[src/inc/nb_rail_pkg.sv]
package nb_rail_pkg;

  // timing
  localparam int CLK_PERIOD_NS   = 20;
  localparam int TRIG_DELAY_NS   = 20000;
  localparam int ACTION_DELAY_NS = 8000;
  localparam int SETTLE_NS       = 2000;
  // least times round up to whole cycles
  localparam int TRIG_CYCLES     = (TRIG_DELAY_NS + CLK_PERIOD_NS - 1) / CLK_PERIOD_NS;
  localparam int ACTION_CYCLES   = (ACTION_DELAY_NS + SETTLE_NS + CLK_PERIOD_NS - 1) / CLK_PERIOD_NS;

  // offset
  localparam logic [11:0] OFFSET_MIN_MV     = 12'h12c;  // 300 mV
  localparam logic [12:0] EXT_OFFSET_REF_MV = 13'h04b0; // 1200 mV

  // current monitor converter, microvolt input
  localparam logic [21:0] ADC_LSB_UV   = 22'h00186a;  // 6250 uV
  localparam logic [21:0] ADC_FULL_UV  = 22'h30bb56;  // 3193686 uV
  localparam logic [8:0]  ADC_MAX_CODE = 9'h1ff;      // 511 levels

  // downward step low-side suppression
  localparam logic [2:0] DVID_DOWN_PULSES = 3'h4;

  // setting pin field positions
  localparam int EXT_OFS_EN_BIT = 0;
  localparam int SLEW_BIT       = 2;
  localparam int RAMP_LSB       = 0;

  // completion delay per slew compensation code, cycles
  localparam logic [3:0] COMP_DLY_0 = 4'h0;
  localparam logic [3:0] COMP_DLY_1 = 4'h2;
  localparam logic [3:0] COMP_DLY_2 = 4'h4;
  localparam logic [3:0] COMP_DLY_3 = 4'h8;

  // sustained limit as percent of peak limit
  localparam logic [6:0] TDC_PCT_0 = 7'h50;
  localparam logic [6:0] TDC_PCT_1 = 7'h55;
  localparam logic [6:0] TDC_PCT_2 = 7'h5a;
  localparam logic [6:0] TDC_PCT_3 = 7'h64;

  // reset values
  localparam logic [1:0] PHASES_RST = 2'h2;

  typedef enum logic [2:0] {
    OCP_IDLE     = 3'b001,
    OCP_TRIPPED  = 3'b010,
    OCP_SHUTDOWN = 3'b100
  } ocp_state_t;

  typedef struct packed {
    logic [15:0] cnt;
    logic        done;
  } timer_st_t;

  typedef struct packed {
    logic [7:0] cnt;
    logic       pulse;
  } pulse_st_t;

  typedef struct packed {
    logic        en_prev;
    logic        init_ofs_en;
    logic [13:0] rail_target;
    logic [1:0]  phases;
    logic        ls_off;
    logic [2:0]  pulse_cnt;
    logic [2:0]  ramp_sel;
    logic [1:0]  slew;
    logic [3:0]  done_cnt;
    logic        done_busy;
    logic        vid_done;
    logic [8:0]  adc_code;
    logic [11:0] acc;
    logic        peak_over;
    logic [1:0]  override;
    ocp_state_t  ocp;
    logic        flag_n;
    logic        gates_off;
  } nb_state_t;

endpackage

[src/rtl/nb_rail_control.sv]
// Operation
// [RULE_01] offset pin below 0.3V at enable disables initial offset
// [RULE_02] target adds initial offset and enabled external offset
// [RULE_03] second setting pin enables external offset
// [RULE_04] upward voltage change forces two phases
// [RULE_05] downward voltage change keeps phase count
// [RULE_06] setting pins pick slew compensation and completion timing
// [RULE_07] light-load downward step: low side off, four pulses
// [RULE_08] diode emulation selects modified ramp, else pin amplitude
// [RULE_09] current monitor digitised to 511 levels of 6.25mV
// [RULE_10] quick response pulse overrides all active on-times
// [RULE_11] sustained trip needs averaged overcurrent for trigger delay
// [RULE_12] peak trip is immediate, no time qualification
// [RULE_13] any trip asserts flag and starts action delay
// [RULE_14] still over after delay: all switches off
// [RULE_15] sustained limit is percentage of peak limit
// [RULE_16] peak limit at monitor full scale
// [RULE_17] per-phase overcurrent turns all switches off
// [RULE_18] delays are counters restarting when condition clears
`timescale 1ns/10ps
module nb_rail_control #(
  parameter int TRIG_CYCLES   = nb_rail_pkg::TRIG_CYCLES,
  parameter int ACTION_CYCLES = nb_rail_pkg::ACTION_CYCLES
) (
  // clock and reset
  input  wire logic               clk_sys,
  input  wire logic               rst,
  // processor voltage interface side
  input  wire logic               enable,
  input  wire logic [11:0]        vid_target_mv,
  input  wire logic signed [11:0] initial_offset_mv,
  input  wire logic               dvid_up,
  input  wire logic               dvid_down,
  input  wire logic               dvid_settled,
  input  wire logic [1:0]         requested_phases,
  // setting pins and digitised analog levels
  input  wire logic [11:0]        offset_input_pin,
  input  wire logic [2:0]         first_setting_pin,
  input  wire logic [2:0]         second_setting_pin,
  input  wire logic [21:0]        current_monitor_pin,
  input  wire logic [1:0]         tdc_percent_sel,
  // power stage status
  input  wire logic               ccm_light_load,
  input  wire logic               diode_emulation,
  input  wire logic               pwm_pulse,
  input  wire logic               qr_trigger,
  input  wire logic [7:0]         on_time_cycles,
  input  wire logic [1:0]         per_phase_overcurrent,
  // rail control outputs
  output logic signed [13:0]      rail_target_mv,
  output logic [1:0]              phase_count,
  output logic [1:0]              slew_compensation_bits,
  output logic                    vid_change_done,
  output logic                    low_side_off,
  output logic [2:0]              ramp_select,
  output logic [8:0]              load_current_code,
  output logic [1:0]              on_time_override,
  // protection outputs
  output logic                    sustained_overcurrent_trip,
  output logic                    peak_overcurrent_trip,
  output logic                    overcurrent_flag_n,
  output logic                    gates_off
);

  nb_rail_pkg::nb_state_t s_q;
  nb_rail_pkg::nb_state_t s_d;

  logic        qr_pulse;
  logic        action_done;
  logic        sustained_over;
  logic        any_over;
  logic [21:0] adc_div;
  logic [8:0]  avg_code;
  logic [8:0]  sustained_limit;
  logic [15:0] limit_prod;

  function automatic logic [3:0] comp_delay(input logic [1:0] sel);
    case (sel)
      2'h0:    comp_delay = nb_rail_pkg::COMP_DLY_0;
      2'h1:    comp_delay = nb_rail_pkg::COMP_DLY_1;
      2'h2:    comp_delay = nb_rail_pkg::COMP_DLY_2;
      default: comp_delay = nb_rail_pkg::COMP_DLY_3;
    endcase
  endfunction

  function automatic logic [6:0] tdc_percent(input logic [1:0] sel);
    case (sel)
      2'h0:    tdc_percent = nb_rail_pkg::TDC_PCT_0;
      2'h1:    tdc_percent = nb_rail_pkg::TDC_PCT_1;
      2'h2:    tdc_percent = nb_rail_pkg::TDC_PCT_2;
      default: tdc_percent = nb_rail_pkg::TDC_PCT_3;
    endcase
  endfunction

  function automatic logic [1:0] phase_mask(input logic [1:0] n);
    if (n >= 2'h2)
      phase_mask = 2'b11;
    else if (n == 2'h1)
      phase_mask = 2'b01;
    else
      phase_mask = 2'b00;
  endfunction

  // peak limit sits at converter full scale, sustained limit a fraction of it
  assign limit_prod      = 16'(nb_rail_pkg::ADC_MAX_CODE) * 16'(tdc_percent(tdc_percent_sel)); // [RULE_15] [RULE_16]
  assign sustained_limit = 9'(limit_prod / 16'h0064);
  assign adc_div         = current_monitor_pin / nb_rail_pkg::ADC_LSB_UV;
  assign avg_code        = s_q.acc[11:3];
  assign sustained_over  = avg_code > sustained_limit;
  assign any_over        = sustained_over || s_q.peak_over;

  ocp_delay_timer #(
    .COUNT (TRIG_CYCLES)
  ) u_trigger_delay (
    .clk_sys (clk_sys),
    .rst     (rst),
    .run     (sustained_over && enable),  // [RULE_11] [RULE_18]
    .done    (sustained_overcurrent_trip)
  );

  ocp_delay_timer #(
    .COUNT (ACTION_CYCLES)
  ) u_action_delay (
    .clk_sys (clk_sys),
    .rst     (rst),
    .run     (s_q.ocp == nb_rail_pkg::OCP_TRIPPED && any_over), // [RULE_18]
    .done    (action_done)
  );

  quick_pulse_gen u_quick_pulse (
    .clk_sys   (clk_sys),
    .rst       (rst),
    .trigger   (qr_trigger && enable),
    .on_cycles (on_time_cycles),
    .pulse     (qr_pulse)
  );

  always_comb
  begin
    s_d = s_q;
    s_d.en_prev  = enable;
    s_d.vid_done = 1'b0;

    // strap-like capture of the offset pin only at the enable edge
    if (enable && !s_q.en_prev)
      s_d.init_ofs_en = offset_input_pin >= nb_rail_pkg::OFFSET_MIN_MV; // [RULE_01]

    s_d.rail_target = 14'(vid_target_mv);
    if (s_q.init_ofs_en)
      s_d.rail_target = s_d.rail_target + 14'(initial_offset_mv); // [RULE_02]
    if (second_setting_pin[nb_rail_pkg::EXT_OFS_EN_BIT])          // [RULE_03]
      s_d.rail_target = s_d.rail_target + 14'(offset_input_pin)
                        - 14'(nb_rail_pkg::EXT_OFFSET_REF_MV);    // [RULE_02]

    if (dvid_up)
      s_d.phases = 2'h2;              // [RULE_04]
    else if (dvid_down)
      s_d.phases = s_q.phases;        // [RULE_05]
    else
      s_d.phases = requested_phases;

    s_d.slew = {first_setting_pin[nb_rail_pkg::SLEW_BIT],
                second_setting_pin[nb_rail_pkg::SLEW_BIT]}; // [RULE_06]
    if (dvid_settled)
    begin
      s_d.done_busy = 1'b1;
      s_d.done_cnt  = comp_delay(s_q.slew); // [RULE_06]
    end
    else if (s_q.done_busy)
    begin
      if (s_q.done_cnt == 4'h0)
      begin
        s_d.done_busy = 1'b0;
        s_d.vid_done  = 1'b1;
      end
      else
        s_d.done_cnt = s_q.done_cnt - 4'h1;
    end

    // blocking the low side stops negative inductor current on the way down
    if (dvid_down && ccm_light_load)
    begin
      s_d.ls_off    = 1'b1; // [RULE_07]
      s_d.pulse_cnt = 3'h0;
    end
    else if (s_q.ls_off && pwm_pulse)
    begin
      if (s_q.pulse_cnt == nb_rail_pkg::DVID_DOWN_PULSES - 3'h1)
        s_d.ls_off = 1'b0; // [RULE_07]
      else
        s_d.pulse_cnt = s_q.pulse_cnt + 3'h1;
    end

    s_d.ramp_sel = {diode_emulation, first_setting_pin[nb_rail_pkg::RAMP_LSB +: 2]}; // [RULE_08]

    if (adc_div > 22'(nb_rail_pkg::ADC_MAX_CODE))
      s_d.adc_code = nb_rail_pkg::ADC_MAX_CODE; // [RULE_09]
    else
      s_d.adc_code = adc_div[8:0];              // [RULE_09]
    // cheap average over about eight samples stands in for the sense filter
    s_d.acc       = s_q.acc - 12'(s_q.acc[11:3]) + 12'(s_q.adc_code);
    s_d.peak_over = current_monitor_pin >= nb_rail_pkg::ADC_FULL_UV; // [RULE_16]

    s_d.override = qr_pulse ? phase_mask(s_q.phases) : 2'b00; // [RULE_10]

    case (s_q.ocp)
      nb_rail_pkg::OCP_IDLE:
      begin
        if (enable && (sustained_overcurrent_trip || s_q.peak_over)) // [RULE_12]
        begin
          s_d.ocp    = nb_rail_pkg::OCP_TRIPPED; // [RULE_13]
          s_d.flag_n = 1'b0;                     // [RULE_13]
        end
      end
      nb_rail_pkg::OCP_TRIPPED:
      begin
        if (action_done)
        begin
          s_d.ocp       = nb_rail_pkg::OCP_SHUTDOWN;
          s_d.gates_off = 1'b1; // [RULE_14]
        end
      end
      nb_rail_pkg::OCP_SHUTDOWN:
        s_d.gates_off = 1'b1;
      default:
        s_d.ocp = nb_rail_pkg::OCP_IDLE;
    endcase
    if (enable && |per_phase_overcurrent)
      s_d.gates_off = 1'b1; // [RULE_17]
    // protection latches hold until the rail is disabled
    if (!enable)
    begin
      s_d.ocp       = nb_rail_pkg::OCP_IDLE;
      s_d.flag_n    = 1'b1;
      s_d.gates_off = 1'b0;
      s_d.ls_off    = 1'b0;
    end
  end

  always_ff @(posedge clk_sys)
  begin
    if (rst)
    begin
      s_q        <= '0;
      s_q.phases <= nb_rail_pkg::PHASES_RST;
      s_q.ocp    <= nb_rail_pkg::OCP_IDLE;
      s_q.flag_n <= 1'b1;
    end
    else
      s_q <= s_d;
  end

  assign rail_target_mv         = s_q.rail_target;
  assign phase_count            = s_q.phases;
  assign slew_compensation_bits = s_q.slew;
  assign vid_change_done        = s_q.vid_done;
  assign low_side_off           = s_q.ls_off;
  assign ramp_select            = s_q.ramp_sel;
  assign load_current_code      = s_q.adc_code;
  assign on_time_override       = s_q.override;
  assign peak_overcurrent_trip  = s_q.peak_over;
  assign overcurrent_flag_n     = s_q.flag_n;
  assign gates_off              = s_q.gates_off;
endmodule // nb_rail_control

[src/rtl/ocp_delay_timer.sv]
`timescale 1ns/10ps
module ocp_delay_timer #(
  parameter int COUNT = 16
) (
  // clock and reset
  input  wire logic clk_sys,
  input  wire logic rst,
  // qualifying condition and expiry
  input  wire logic run,
  output logic      done
);

  nb_rail_pkg::timer_st_t s_q;
  nb_rail_pkg::timer_st_t s_d;

  // any gap in the condition starts the wait over from zero
  always_comb
  begin
    s_d = s_q;
    if (!run)
    begin
      s_d.cnt  = 16'h0000;
      s_d.done = 1'b0;
    end
    else if (s_q.cnt == 16'(COUNT - 1))
      s_d.done = 1'b1;
    else
      s_d.cnt = s_q.cnt + 16'h0001;
  end

  always_ff @(posedge clk_sys)
  begin
    if (rst)
      s_q <= '0;
    else
      s_q <= s_d;
  end

  assign done = s_q.done;

endmodule // ocp_delay_timer

[src/rtl/quick_pulse_gen.sv]
`timescale 1ns/10ps
module quick_pulse_gen (
  // clock and reset
  input  wire logic       clk_sys,
  input  wire logic       rst,
  // trigger and width
  input  wire logic       trigger,
  input  wire logic [7:0] on_cycles,
  output logic            pulse
);

  nb_rail_pkg::pulse_st_t s_q;
  nb_rail_pkg::pulse_st_t s_d;

  // a retrigger while busy is ignored so the width stays one on-time
  always_comb
  begin
    s_d = s_q;
    if (s_q.pulse)
    begin
      if (s_q.cnt <= 8'h01)
        s_d.pulse = 1'b0;
      else
        s_d.cnt = s_q.cnt - 8'h01;
    end
    else if (trigger && on_cycles != 8'h00)
    begin
      s_d.pulse = 1'b1;
      s_d.cnt   = on_cycles;
    end
  end

  always_ff @(posedge clk_sys)
  begin
    if (rst)
      s_q <= '0;
    else
      s_q <= s_d;
  end

  assign pulse = s_q.pulse;

endmodule // quick_pulse_gen

[config.mk]
export PLATFORM = sky130hd
export DESIGN_NAME = nb_rail_control
export DESIGN_NICKNAME = d
export VERILOG_FILES = /design/src/inc/nb_rail_pkg.sv /design/src/rtl/nb_rail_control.sv /design/src/rtl/ocp_delay_timer.sv /design/src/rtl/quick_pulse_gen.sv
export SDC_FILE = /design/constraint.sdc
export NUM_CORES = 1
export LEC_CHECK = 0
export BUFFER_PORTS_ARGS = -buffer_cell sky130_fd_sc_hd__clkbuf_2
export CELL_PAD_IN_SITES_DETAIL_PLACEMENT = 0
export CELL_PAD_IN_SITES_GLOBAL_PLACEMENT = 2
export CORE_MARGIN = 5
export CORE_UTILIZATION = 35
export DETAILED_ROUTE_END_ITERATION = 7
export PLACE_DENSITY_LB_ADDON = 0.12
export SYNTH_ARGS = -nofsm -noshare
export SYNTH_HDL_FRONTEND = slang
export SYNTH_SLANG_ARGS = --single-unit
[constraint.sdc]
create_clock -name clk_sys -period 10.29 [get_ports clk_sys]
set_input_delay 0.5145 -clock clk_sys [delete_from_list [all_inputs] [get_ports clk_sys]]
set_output_delay 0.5145 -clock clk_sys [all_outputs]
set_load 0.005 [all_outputs]
==> results.toml <==
[status]
status = "complete, no violations"

[cts]
cts_tree = "yes"
postCtsSetupRepairBufs = 0
clk_latency_ps = 350
clk_pin_slew_ps = 70
holdBufCountCts = 0
cts_resized = 0
h-tree-depth = 3
cts_root_buffer = "clkbuf_16"
cts_sinks = 105
cts_made_buffers = 9
clk_path_buf_depth = 2

[sta]
postLayoutSetupSlackWorst_ps = 828
finalSetupViolCount = 0
max_freq_mhz = 106
worstMarginPinSlew_ps = 778
period_share = 0.920
relSlewSlack = 0.481
worst_clock_skew_ps = 5.87
hold_violations = 0
fin_tns_setup_ps = 0
rsz0062_at_grt = "no"
slew_viol_final = 0
timing.final.crit_period_ps = 9460

[route]
ant_nets = 0
viasPerCell = 5.36
met1_length_mm = 16.1
dr.max_layer_used = "met4"
vias = 11545
routedWlPerCell_um = 15.2
met2_wirelength_mm = 15.0
drtIter0Drc = 578
drc = 0
dr.pass1.iters = 5
routed_wl_mm = 32.7
met3_length_mm = 1.20

[pwr]
leakagePower_nw = 5.74
swShare = 0.476
pwr-share-clk = 0.069
power.switching_w = 0.00232
peakVddDrop_mv = 0.279
power_density_mw_per_mm2 = 362
power.share.sequential = 0.103
p_int_w = 0.00256
power_w = 0.00488
power_frac_comb = 0.828

[die]
rows = 66
die_area_mm2 = 0.0370
dieHeight_um = 192
start_util = 0.356
fp.dieW_um = 192
ios = 126
core_area_mm2 = 0.0327

[place]
place_ws_ps = 329
globalplace.congestion = 0.828
numPortBuffers = 123
hpwlAfterDp_mm = 26.6

[yosys]
synth_nets = 1715
synth_compound_area_frac = 0.296
synth.avg_cell_area_um2 = 7.55
synthAdderAreaFrac = 0.102
async_flop_share = 0
synthesis.instances = 1541
synth_cell_types = 117
synth_top_family_by_area = "compound AO/OA/AOI/OAI gates"
yosysWarningCount = 0
ys.flop_type = "dfxtp_1"
syn-cell-area_mm2 = 0.0116
synth_simple_gate_area_frac = 0.232
muxShareOfSynthArea = 0.0365
yosys_register_bits = 105
synthXorXnorAreaFrac = 0.0806
synth_edf_count = 0
yosysSeqAreaShare = 0.181

[critical_path]
critPathCaptureType = "register"
required_ps = 10560
max_stage_delay_ps = 630
worstSetupPathType = "in2reg"
worst_ep_arrival_time_ps = 9730
worstSetupStartpointType = "input pin"
cp_max_fo = 10
slowest_stage = "or4_1"
path_common_cell = "buf_4"

[flow_run]
drv_cap = 0

[global_routing]
grt_pass1_wl_mm = 54.9
grt_pass1_vias = 11168
grt_start_max_net_pins = 65
grtUsageTotal = 0.177
overflow = 0
antenna_found_initial = 1

[min_path]
hp-class = "in2reg"

[finish]
fin_nets = 1878
area_growth_syn_to_layout_pct = 16.0
drive_above_1_share = 0.191
-- power by group through the flow --
stage,Combinational [W],Clock [W],Sequential (W)
4_1_cts,0.00406,0.000352,0.000507
3_3_place_gp,0.00402,0,0.000516
5_1_grt,0.00453,0.000365,0.000512
3_5_place_dp,0.00404,0,0.000516
6_report,0.00404,0.000335,0.000504
2_1_floorplan,0.00268,0,0.000493
-- flip-flops by register name, indices dropped and copies added (netlist names), 2 cells and up --
signal and cells:
avg_code 9, load_current_code 9, on_time_override 2, phase_count 2
rail_target_mv 14, ramp_select 3, s_q 16, slew_compensation_bits 2
u_action_delay.s_q 16, u_quick_pulse.s_q 8, u_trigger_delay.s_q 16
-- final cells by class --
type | instances | area, um^2
antenna | 1 | 2.50
sequential | 105 | 2100
tap | 442 | 553
fill | 3480 | 19200
clock inverter | 4 | 36.3
multi-input combinational | 1253 | 8700
timing repair buffer | 239 | 1490
clock buffer | 12 | 246
inverter | 96 | 360
-- worst paths after layout --
path                      startpoint              endpoint  slack, ps  cells past startpoint
max          current_monitor_pin[19]  load_current_code[0]        830                     35
min                          dvid_up        phase_count[0]        340                      2
max reg2reg                  s_q[60]    rail_target_mv[13]       5960                     19
min reg2reg       overcurrent_flag_n    overcurrent_flag_n        460                      2
-- cell usage after synthesis (21+ instances only) --
cell / instances / area share
xnor2_1: 78 / 0.059
nor3_1: 50 / 0.022
nand2_1: 106 / 0.034
dfxtp_1: 105 / 0.18
mux2i_1: 30 / 0.026
a21o_1: 35 / 0.023
xor2_1: 29 / 0.022
a21oi_1: 109 / 0.047
buf_4: 34 / 0.022
nand3_1: 51 / 0.022
nor2_1: 177 / 0.057
clkbuf_1: 42 / 0.014
nor2b_1: 21 / 0.011
o21ai_0: 69 / 0.030
ha_1: 75 / 0.081
a211oi_1: 22 / 0.014
inv_1: 94 / 0.030
-- through the flow --
| step | util | instance area [um^2] | instances | hold slack, ps |
|---|---|---|---|---|
| 3_5_place_dp | 0.404 | 13200 | 2135 | 455 |
| 4_1_cts | 0.412 | 13500 | 2151 | 316 |
| 5_1_grt | 0.413 | 13500 | 2152 | 331 |
| 3_3_place_gp | 0.404 | 13200 | 2135 | 452 |
| 6_report | 0.413 | 13500 | 2152 | 339 |
| 2_1_floorplan | - | 11600 | 1541 | 439 |
-- routing by layer --
layer	vias up	track usage
li1	5941	-
met1	5361	0.249
met2	221	0.296
met3	22	0.0128
met4	0	0.0461
met5	-	0
-- kinds of logic (layout without fill, tap and decap cells) --
logic type                 Yosys count  in the layout
buffers and inverters              183            351
AOI/OAI and AO/OA                  469            469
and+or+nand+nor                    547            547
muxes                               41             41
DFF                                105            105
adders and majority gates           89             89
other                                0              1
xor gates and xnor gates           107            107
-- layout by cell type (no fill, tap or decap), types with 29 or more instances in the layout --
cell type,Yosys,final
a21o_1,35,35
a21oi_1,109,108
buf_4,34,116
clkbuf_2,0,123
dfxtp_1,105,105
ha_1,75,75
inv_1,94,94
mux2i_1,30,30
nand2_1,106,106
nand3_1,51,51
nor2_1,177,177
nor3_1,50,50
o21ai_0,69,69
xnor2_1,78,78
xor2_1,29,29
-- critical path: cells and delay by family --
family | cells | cell delay (ps)
AO/OA/AOI/OAI | 20 | 5550
adder cells (fa/ha/maj) | 1 | 340
buffers and inverters | 6 | 1030
multiplexers | 1 | 200
AND/OR/NAND/NOR | 7 | 2080
Note: power is estimated with default switching activity, not from simulation.
